===== src/hdl/gbx_consts.vh =====
// gearbox serializer constants: mode codes, bit counts, reset values
// assumes inclusion by bare name from the gearbox design files
`ifndef GBX_CONSTS_VH
`define GBX_CONSTS_VH

// serializer modes on the mode input
`define GBX_MODE_7TO1      2'h0
`define GBX_MODE_8TO1      2'h1
`define GBX_MODE_DUAL4     2'h2

// index of the last bit of a word in each mode
`define GBX_LAST_7TO1      3'h6
`define GBX_LAST_8TO1      3'h7
`define GBX_LAST_4TO1      3'h3

// widths
`define GBX_WORD_W         8
`define GBX_HALF_W         4

// reset values
`define GBX_RST_WORD       8'h00
`define GBX_RST_MODE       2'h1
`define GBX_RST_CNT        3'h0
`define GBX_RST_BIT        1'b0

`endif


===== src/hdl/gbx_serializer.v =====
// output gearbox serializer of a top-edge io_cell
// assumes clk_i is the bit-rate clock; the slow core clock and core data
// arrive asynchronously and are brought in through two flip-flops
//
// Contract
// [RULE1] 8:1 serializer with 7:1, 8:1, dual 4:1
// [RULE2] 8-bit word; 7:1 low seven, 4:1 nibbles
// [RULE3] first stage captures word on slow clock
// [RULE4] second stage hands word to fast registers
// [RULE5] third stage shifts bits out one by one
// [RULE6] DDR: both edges, bit zero first, clock ratio; edge clock stays high for two bits between back-to-back 7:1 words
`timescale 1ns/1ps
`include "gbx_consts.vh"

module gbx_serializer (
    // clock and reset
    input  wire                   clk_i,
    input  wire                   rst_i,
    // core side, slow domain
    input  wire                   slow_clk_i,
    input  wire [`GBX_WORD_W-1:0] data_i,
    input  wire [1:0]             mode_i,
    // serial outputs to the output buffers
    output reg                    q_o,
    output reg                    q2_o,
    output reg                    fast_edge_clk_o,
    // status
    output reg                    busy_o,
    output reg                    word_taken_o,
    output reg                    underrun_o
);

    localparam ST_IDLE = 2'b01;
    localparam ST_RUN  = 2'b10;

    // input synchronisers
    reg                   slow_s1;
    reg                   slow_s2;
    reg                   slow_s3;
    reg [`GBX_WORD_W-1:0] data_s1;
    reg [`GBX_WORD_W-1:0] data_s2;
    reg [1:0]             mode_s1;
    reg [1:0]             mode_s2;

    // first stage
    reg [`GBX_WORD_W-1:0] cap_word;
    reg                   cap_pend;

    // sequencer
    reg [1:0]             state;
    reg [1:0]             next_state;
    reg [2:0]             bit_cnt;
    reg [2:0]             next_bit_cnt;
    reg [1:0]             run_mode;
    reg [2:0]             last_idx;
    reg                   load;
    reg                   run;
    reg                   starve;

    wire                  slow_rise;
    wire [1:0]            lane_q;
    wire [1:0]            lane_en;
    wire [2*`GBX_WORD_W-1:0] lane_word;
    wire                  out_en;
    wire [`GBX_WORD_W-1:0] word_a;
    wire [`GBX_WORD_W-1:0] word_b;
    wire                  dual_now;
    wire                  dual_run;

    always @(posedge clk_i or posedge rst_i) begin
        if (rst_i) begin
            slow_s1 <= 1'b0;
            slow_s2 <= 1'b0;
            slow_s3 <= 1'b0;
            data_s1 <= `GBX_RST_WORD;
            data_s2 <= `GBX_RST_WORD;
            mode_s1 <= `GBX_RST_MODE;
            mode_s2 <= `GBX_RST_MODE;
        end else begin
            slow_s1 <= slow_clk_i;
            slow_s2 <= slow_s1;
            slow_s3 <= slow_s2;
            data_s1 <= data_i;
            data_s2 <= data_s1;
            mode_s1 <= mode_i;
            mode_s2 <= mode_s1;
        end
    end

    assign slow_rise = slow_s2 & ~slow_s3;

    // slow-clock capture; a new capture wins over the clear by a load
    always @(posedge clk_i or posedge rst_i) begin
        if (rst_i) begin
            cap_word <= `GBX_RST_WORD;
            cap_pend <= 1'b0;
        end else if (slow_rise) begin
            cap_word <= data_s2; // RULE3
            cap_pend <= 1'b1;
        end else if (load) begin
            cap_pend <= 1'b0;
        end
    end

    // last bit index of the mode in use
    always @* begin
        case (run_mode)
            `GBX_MODE_7TO1: last_idx = `GBX_LAST_7TO1; // RULE1
            `GBX_MODE_DUAL4: last_idx = `GBX_LAST_4TO1; // RULE1
            default: last_idx = `GBX_LAST_8TO1; // RULE1
        endcase
    end

    // sequencer: load a pending word at each word boundary
    always @* begin
        next_state   = state;
        next_bit_cnt = bit_cnt;
        load         = 1'b0;
        run          = 1'b0;
        starve       = 1'b0;
        case (state)
            ST_IDLE: begin
                if (cap_pend) begin
                    load         = 1'b1;
                    next_bit_cnt = `GBX_RST_CNT;
                    next_state   = ST_RUN;
                end
            end
            ST_RUN: begin
                if (bit_cnt == last_idx) begin
                    if (cap_pend) begin
                        load         = 1'b1; // RULE4
                        next_bit_cnt = `GBX_RST_CNT;
                    end else begin
                        starve     = 1'b1;
                        next_state = ST_IDLE;
                    end
                end else begin
                    run          = 1'b1; // RULE5
                    next_bit_cnt = bit_cnt + 3'h1;
                end
            end
            default: begin
                next_state   = ST_IDLE;
                next_bit_cnt = `GBX_RST_CNT;
            end
        endcase
    end

    always @(posedge clk_i or posedge rst_i) begin
        if (rst_i) begin
            state    <= ST_IDLE;
            bit_cnt  <= `GBX_RST_CNT;
            run_mode <= `GBX_RST_MODE;
        end else begin
            state   <= next_state;
            bit_cnt <= next_bit_cnt;
            if (load) begin
                run_mode <= mode_s2;
            end
        end
    end

    // word split per mode
    assign dual_now = (mode_s2 == `GBX_MODE_DUAL4);
    assign dual_run = (run_mode == `GBX_MODE_DUAL4);
    assign word_a = dual_now ? {4'h0, cap_word[`GBX_HALF_W-1:0]} : // RULE2
                    (mode_s2 == `GBX_MODE_7TO1) ?
                    {1'b0, cap_word[6:0]} : cap_word; // RULE2
    assign word_b = dual_now ?
                    {4'h0, cap_word[`GBX_WORD_W-1:`GBX_HALF_W]} : // RULE2
                    `GBX_RST_WORD;
    assign out_en = (state == ST_RUN);

    // one shift lane per output; both lanes load and shift in every mode, lane b output only enabled in dual mode
    assign lane_en   = {out_en & dual_run, out_en};
    assign lane_word = {word_b, word_a};

    genvar gi;
    generate
        for (gi = 0; gi < 2; gi = gi + 1) begin : g_lane
            gbx_lane u_lane (
                .clk_i    (clk_i),
                .rst_i    (rst_i),
                .load_i   (load),
                .run_i    (run),
                .out_en_i (lane_en[gi]),
                .word_i   (lane_word[gi*`GBX_WORD_W +: `GBX_WORD_W]),
                .q_o      (lane_q[gi])
            );
        end
    endgenerate

    // edge clock out: high on even bits; bit zero reaches q_o on the first fall,
    // and each clk_i rise is one edge of the forwarded clock, except between a 7:1 word and a word of any mode loaded right after it
    always @(posedge clk_i or posedge rst_i) begin
        if (rst_i) begin
            fast_edge_clk_o <= 1'b0;
            busy_o          <= 1'b0;
            word_taken_o    <= 1'b0;
            underrun_o      <= 1'b0;
        end else begin
            fast_edge_clk_o <= out_en & ~bit_cnt[0]; // RULE6
            busy_o          <= out_en;
            word_taken_o    <= load;
            underrun_o      <= starve;
        end
    end

    // lanes already end in flip-flops; one more stage puts the bits a clock behind the edge clock
    always @(posedge clk_i or posedge rst_i) begin
        if (rst_i) begin
            q_o  <= 1'b0;
            q2_o <= 1'b0;
        end else begin
            q_o  <= lane_q[0]; // RULE5
            q2_o <= lane_q[1]; // RULE5
        end
    end

endmodule // gbx_serializer


===== src/hdl/gbx_lane.v =====
// one shift lane of the output gearbox: word register and output bit
// assumes load and run come from the gearbox sequencer on the same clock
`timescale 1ns/1ps
`include "gbx_consts.vh"

module gbx_lane (
    // clock and reset
    input  wire                   clk_i,
    input  wire                   rst_i,
    // sequencer control
    input  wire                   load_i,
    input  wire                   run_i,
    input  wire                   out_en_i,
    input  wire [`GBX_WORD_W-1:0] word_i,
    // serial output
    output reg                    q_o
);

    reg [`GBX_WORD_W-1:0] shift_word;

    // high-speed register takes the word, then walks it lsb first
    always @(posedge clk_i or posedge rst_i) begin
        if (rst_i) begin
            shift_word <= `GBX_RST_WORD;
        end else if (load_i) begin
            shift_word <= word_i; // RULE4
        end else if (run_i) begin
            shift_word <= {1'b0, shift_word[`GBX_WORD_W-1:1]}; // RULE5
        end
    end

    // output bit register feeding the serializer's q_o or q2_o register
    always @(posedge clk_i or posedge rst_i) begin
        if (rst_i) begin
            q_o <= `GBX_RST_BIT;
        end else if (out_en_i) begin
            q_o <= shift_word[0]; // RULE5
        end else begin
            q_o <= 1'b0;
        end
    end

endmodule // gbx_lane


===== config.mk =====
export PLATFORM = sky130hd
export DESIGN_NAME = gbx_serializer
export DESIGN_NICKNAME = d
export VERILOG_FILES = /design/src/hdl/gbx_serializer.v /design/src/hdl/gbx_lane.v
export VERILOG_INCLUDE_DIRS = /design/src /design/src/hdl
export SDC_FILE = /design/constraint.sdc
export NUM_CORES = 1
export LEC_CHECK = 0
export CAP_MARGIN = 20
export CELL_PAD_IN_SITES_DETAIL_PLACEMENT = 1
export CELL_PAD_IN_SITES_GLOBAL_PLACEMENT = 2
export CORE_MARGIN = 4
export CORE_UTILIZATION = 40
export CTS_CLUSTER_DIAMETER = 150
export DETAILED_ROUTE_END_ITERATION = 12
export DONT_BUFFER_PORTS = 1
export GPL_TIMING_DRIVEN = 0
export PLACE_DENSITY = 0.72
export SYNTH_ARGS = -nofsm -noshare
export SYNTH_HDL_FRONTEND = slang
export SYNTH_SLANG_ARGS = --single-unit

===== constraint.sdc =====
create_clock -name clk_i -period 1.9 [get_ports clk_i]
set_input_delay 0.19 -clock clk_i [delete_from_list [all_inputs] [get_ports clk_i]]
set_output_delay 0.19 -clock clk_i [all_outputs]
set_load 0.02 [all_outputs]

# After elaboration in Yosys (flattened, before gate mapping)
# Cells that the tools add are included.
# totals
register_bits,63
inputBits,13
output_inout_bits,6
# op_classes
addsub,1
eq_ne,8
mux,27
bitwise_logic,5
reduce_logical,5
# op_table
operator,n
2-to-1 mux 8 bit,6
one-hot mux 3 bit (2 select lines),2
2-to-1 mux 1 bit,11
"== test 2 bit, second input constant",3
2-to-1 mux 2 bit,3
2-to-1 mux 3 bit,2
logical NOT 2 bit,2
2-to-1 mux 4 bit,1
"inequality test 2 bit, second input constant",2
one-hot mux 2 bit (2 select lines),1
nonzero test 2 bit,2
"adder 3 x 1 -> 3 bit, second input constant",1
AND 1 bit,3
== test 3 bit,1
AND reduction 3 bit,1
"== test 2 x 1 -> 1 bit, second input constant",1
"inequality test 2 x 1 -> 1 bit, second input constant",1
NOT 1 bit,2
one-hot mux 1 bit (2 select lines),1

# Longest topological paths before layout
# logic_depth
ltp_word,7
mapped_depth,7

# Hierarchy
# From an unflattened synthesis, not the netlist that was laid out.
# unflattened
hier_cells,188
hier_area_um2,2452.4
# modules_own_cells
mod,n_inst,cells_each,area_per_inst_um2,seq_area_each_um2
gbx_serializer,1,114,1644.1,1131.1
gbx_lane,2,37,404.1,225.2

# Worst setup path before layout
# Ideal clock, no wire load.
# synth_path
path_kind,reg2reg
start,register bit_cnt[0]
end,register g_lane[0].u_lane.shift_word[0]
arrival_time_ns,1.907
required_ns,1.772
setup_slack_ns,-0.135
stages_incl_launch_ff,5
cell_sequence,dfrtp_1 -> or4b_4 -> a41oi_4 -> mux2_1 -> mux2_1
# synth_via
elab_chain_cells,4
elab_cells_between_ends,7
# synth_rtl
element,line_no,text
from (decl),gbx_serializer.v:52,reg [2:0] bit_cnt;
from (signal assigned),gbx_serializer.v:153,bit_cnt <= `GBX_RST_CNT;
from (signal assigned),gbx_serializer.v:157,bit_cnt <= next_bit_cnt;
== test 3 bit (*),gbx_serializer.v:130,if (bit_cnt == last_idx) begin
2-to-1 mux 1 bit,gbx_serializer.v:130,
one-hot mux 1 bit (2 select lines) or 2-to-1 mux 1 bit (tied branches),gbx_serializer.v:121,case (state)
2-to-1 mux 8 bit or nonzero test 2 bit (tied branches),n/a,
to (signal assigned),gbx_lane.v:24,shift_word <= `GBX_RST_WORD;
to (signal assigned),gbx_lane.v:26,shift_word <= word_i;
to (signal assigned),gbx_lane.v:28,"shift_word <= {1'b0, shift_word[`GBX_WORD_W-1:1]};"
to (decl),gbx_lane.v:19,reg [`GBX_WORD_W-1:0] shift_word;
# Every way passes the cells marked *; elsewhere a longest branch is shown, timed or not.
# A chain may end at the register's enable or synchronous reset.

# Worst setup path after layout
# layout_path
start,register run_mode[0]
end,register g_lane[0].u_lane.shift_word[3]
# layout_via
elab_chain_cells,6
elab_cells_between_ends,10
# layout_rtl
element,line_no,text
from (decl),gbx_serializer.v:54,reg [1:0] run_mode;
from (signal assigned),gbx_serializer.v:154,run_mode <= `GBX_RST_MODE;
from (signal assigned),gbx_serializer.v:159,run_mode <= mode_s2;
== test 2 bit or logical NOT 2 bit (tied branches),gbx_serializer.v:107,case (run_mode)
one-hot mux 3 bit (2 select lines) (*),gbx_serializer.v:107,
== test 3 bit (*),gbx_serializer.v:130,
2-to-1 mux 1 bit,gbx_serializer.v:130,
one-hot mux 1 bit (2 select lines) or 2-to-1 mux 1 bit (tied branches),gbx_serializer.v:121,
2-to-1 mux 8 bit or nonzero test 2 bit (tied branches),n/a,
# Marks and branches as above.

==> qor.txt <==
Placer Congestion: 0.760
I/O pin total: 19
CORE AREA: 0.00524 mm²
EDFF count, synth: 0
Cell variety after synth: 31
count leader, synth: dfrtp_1
Ys Warns: 0
PD cells: 1450 mW/mm²
die area: 0.00680 mm²
Worst EP arrival: 2270 ps
Initial DRC Count: 37
crit-path max cell delay: 580 ps
Fmax achieved: 0.484 GHz
Final min period: 2070 ps
Post-route DRC: 0
n_diodes: 0
initial antenna violation count: 0
Worst Tran Pin Value: 549 ps
via count: 1231
DP Wirelength: 2570 µm
worst hold path depth: 0
failing checks: setup timing
I/O Buffers: 0
Worst Reg-to-Reg Cells: 5
grt total ovfl: 0
TritonCTS clock tree: yes
Cell Area, Synth: 0.00222 mm²
CP max-delay cell: or4b_4
final setup margin: -167 ps
Area Growth Syn to Fin: 25.0%
CP cell instances: or4b_4 -> a41oi_4 -> buf_12 -> mux2_4 -> mux2_4
non-filler cells, final: 253
top_reg_cell synth: dfrtp_1
clk root buf: clkbuf_8
Slew headroom: 63.4%
commonest cells in the netlist: 55 x dfrtp_1, 15 x mux2_1, 14 x mux2i_1
Worst Hold End: data_s2[4]$_DFF_PP0_
critical path type: flop to flop
Crit Reg-Reg Startpoint: run_mode[0]$_DFFE_PP1P_
status: complete, but fails checks
H-tree depth: 3
Die Y: 82.5 µm
Leak: 0.00132 µW
dpl cell area: 0.00235 mm²
Peak VDD IR: 0.669 mV
Syn Area/Cell: 15.1 µm²
Synth area leaders: dfrtp_1 62%, mux2_1 7.6%, mux2i_1 6.3%
post-synth top area share: 62.1%
hold_ws: 347 ps
largest net degree at the start of global routing: 36
vias per cell: 4.87
Fin. Hold Viols: 0
Initial Utilization: 42.3%
register area share after synthesis: 66.8%
Final period util: 109%
Tot Pwr: 4030 µW
Most common cell on crit path: mux2_4
Async SR Flop Fraction: 100%
worst-path fanout max: 5
Worst Min Path Start: data_s1[4]$_DFF_PP0_
CTS Buffer Depth: 2
overall global routing resource usage: 14.6%
drt pass-1 iters: 2
Clock Skew: 3.55 ps
Placed Cells: 218
Reg clk slew, reported paths: 60 ps
FP Rows: 26
Die W: 82.5 µm
Final Cell Area: 0.00277 mm²
reg2reg end: g_lane[0].u_lane.shift_word[3]$_DFFE_PP0P_
layout cell share with drive strength beyond 1: 28.4%
total CTS buffers: 9
worst skew pair latency: 320 ps
required time worst endpoint: 2110 ps
unrepaired setup endpoints after global routing: true
Sum Neg Setup Slack: -1410 ps
number of global-route vias before repair: 1484
Final setup viols: 15
clock sink count: 59
Syn Nets: 163
Hold Path Class: flop to flop
Crit. End Element: flop
post-route ant nets: 0
post-synthesis cell count: 147
Total Wirelength: 4060 µm
startpoint type of the worst setup path: flop
max-cap viol count: 0
Pins Over Slew Limit: 0
first-pass GRT wire length: 6980 µm
DR WL/cell: 16.0 µm
synthesis-stage register bit count: 59
post-synth top area cell: dfrtp_1
nets@finish: 195
R2R Setup Slk: -170 ps
## report_power, final
part,internal [µW],total (µW),switching (µW),leakage (µW)
clock network,568,997,428,0.0000953
logic,750,1290,542,0.000503
registers,1540,1740,197,0.000720
## registers in the layout (all words and copies together) (netlist names), 2 cells and up
| signal | count |
|---|---|
| g_lane.u_lane.shift_word | 12 |
| mode_s1 | 2 |
| g_lane.u_lane.q_o | 2 |
| mode_s2 | 2 |
| cap_word | 8 |
| data_s2 | 8 |
| run_mode | 2 |
| bit_cnt | 3 |
| state | 2 |
| data_s1 | 8 |
## critical path, delay by kind of cell (launching register included)
kind                   cells  cell delay (ps)
AOI/OAI and AO/OA          1              280
buffers and inverters      1              150
DFF                        1              390
muxes                      2              550
and+or+nand+nor            1              580
## cells by family after synthesis
kind of cell / after synthesis / synth area share (%)
compound gates: 15 / 5.93
flops: 59 / 66.8
simple gates: 28 / 7.62
mux: 32 / 15.5
buf+inv: 10 / 2.48
fa+ha+maj: 3 / 1.69
## how the worst max path moves through the flow
stage,start,to,slack (ps),cells after the start
6_report,run_mode[0]$_DFFE_PP1P_,g_lane[0].u_lane.shift_word[3]$_DFFE_PP0P_,-170,5
5_1_grt,run_mode[1]$_DFFE_PP0P_,g_lane[0].u_lane.shift_word[2]$_DFFE_PP0P_,-210,5
4_1_cts,bit_cnt[2]$_DFF_PP0_,g_lane[0].u_lane.shift_word[3]$_DFFE_PP0P_,-160,5
3_5_place_dp,state[0]$_DFFE_PP1P_,g_lane[0].u_lane.shift_word[2]$_DFFE_PP0P_,-290,6
3_3_place_gp,rst_i,fast_edge_clk_o$_DFF_PP0_,-270,1
2_1_floorplan,bit_cnt[2]$_DFF_PP0_,g_lane[0].u_lane.shift_word[0]$_DFFE_PP0P_,-110,4
## metrics by stage
| step | util (%) | worst slack, ps |
|---|---|---|
| final | 52.9 | -167 |
| after floorplan | - | -106 |
| after global routing | 52.9 | -211 |
| after CTS | 52.4 | -159 |
| after detailed placement | 45.0 | -291 |
| after global placement | 44.6 | -267 |
## layout by cell type, fill, tap and decap left out, types with 2 or more instances in the layout
master,Yosys,final
a21o_1,2,2
a21oi_1,4,4
buf_12,0,2
buf_4,0,7
clkbuf_1,1,2
clkbuf_8,1,13
clkinv_2,0,2
dfrtp_1,55,54
dfstp_2,4,4
dlygate4sd3_1,0,12
ha_1,3,2
inv_1,6,5
inv_2,1,2
mux2_1,15,7
mux2_2,3,3
mux2_4,0,8
mux2i_1,14,14
nand2_1,11,11
nand2b_1,2,2
nor2b_1,5,4
o21ai_0,2,2
or2_1,2,2
or3b_1,2,2
## per-layer routing
metal  track usage, %  part of all wire, %
met1             15.7                   40
met2             24.8                   55
met3             4.99                  3.2
met4             8.47                  1.9
met5                0                    0
## what timing repair did
item | in CTS | in global routing
buffers inserted | 7 | 1
setup endpoints to repair | 18 | 18
pin swaps | 3 | 1
gates resized for setup | 5 | 3
endpoints found under the hold margin | 34 | 0
hold buffers | 12 | 0
## cell type report
class | instances | area [µm²]
inverter | 7 | 26.3
tap | 70 | 87.6
multi-input combinational | 78 | 754
sequential | 59 | 1480
buffer | 3 | 28.8
clock inverter | 2 | 10.0
fill | 493 | 2470
timing repair buffer | 21 | 213
clock buffer | 13 | 169
No activity file was read; power rests on OpenSTA's default activity.
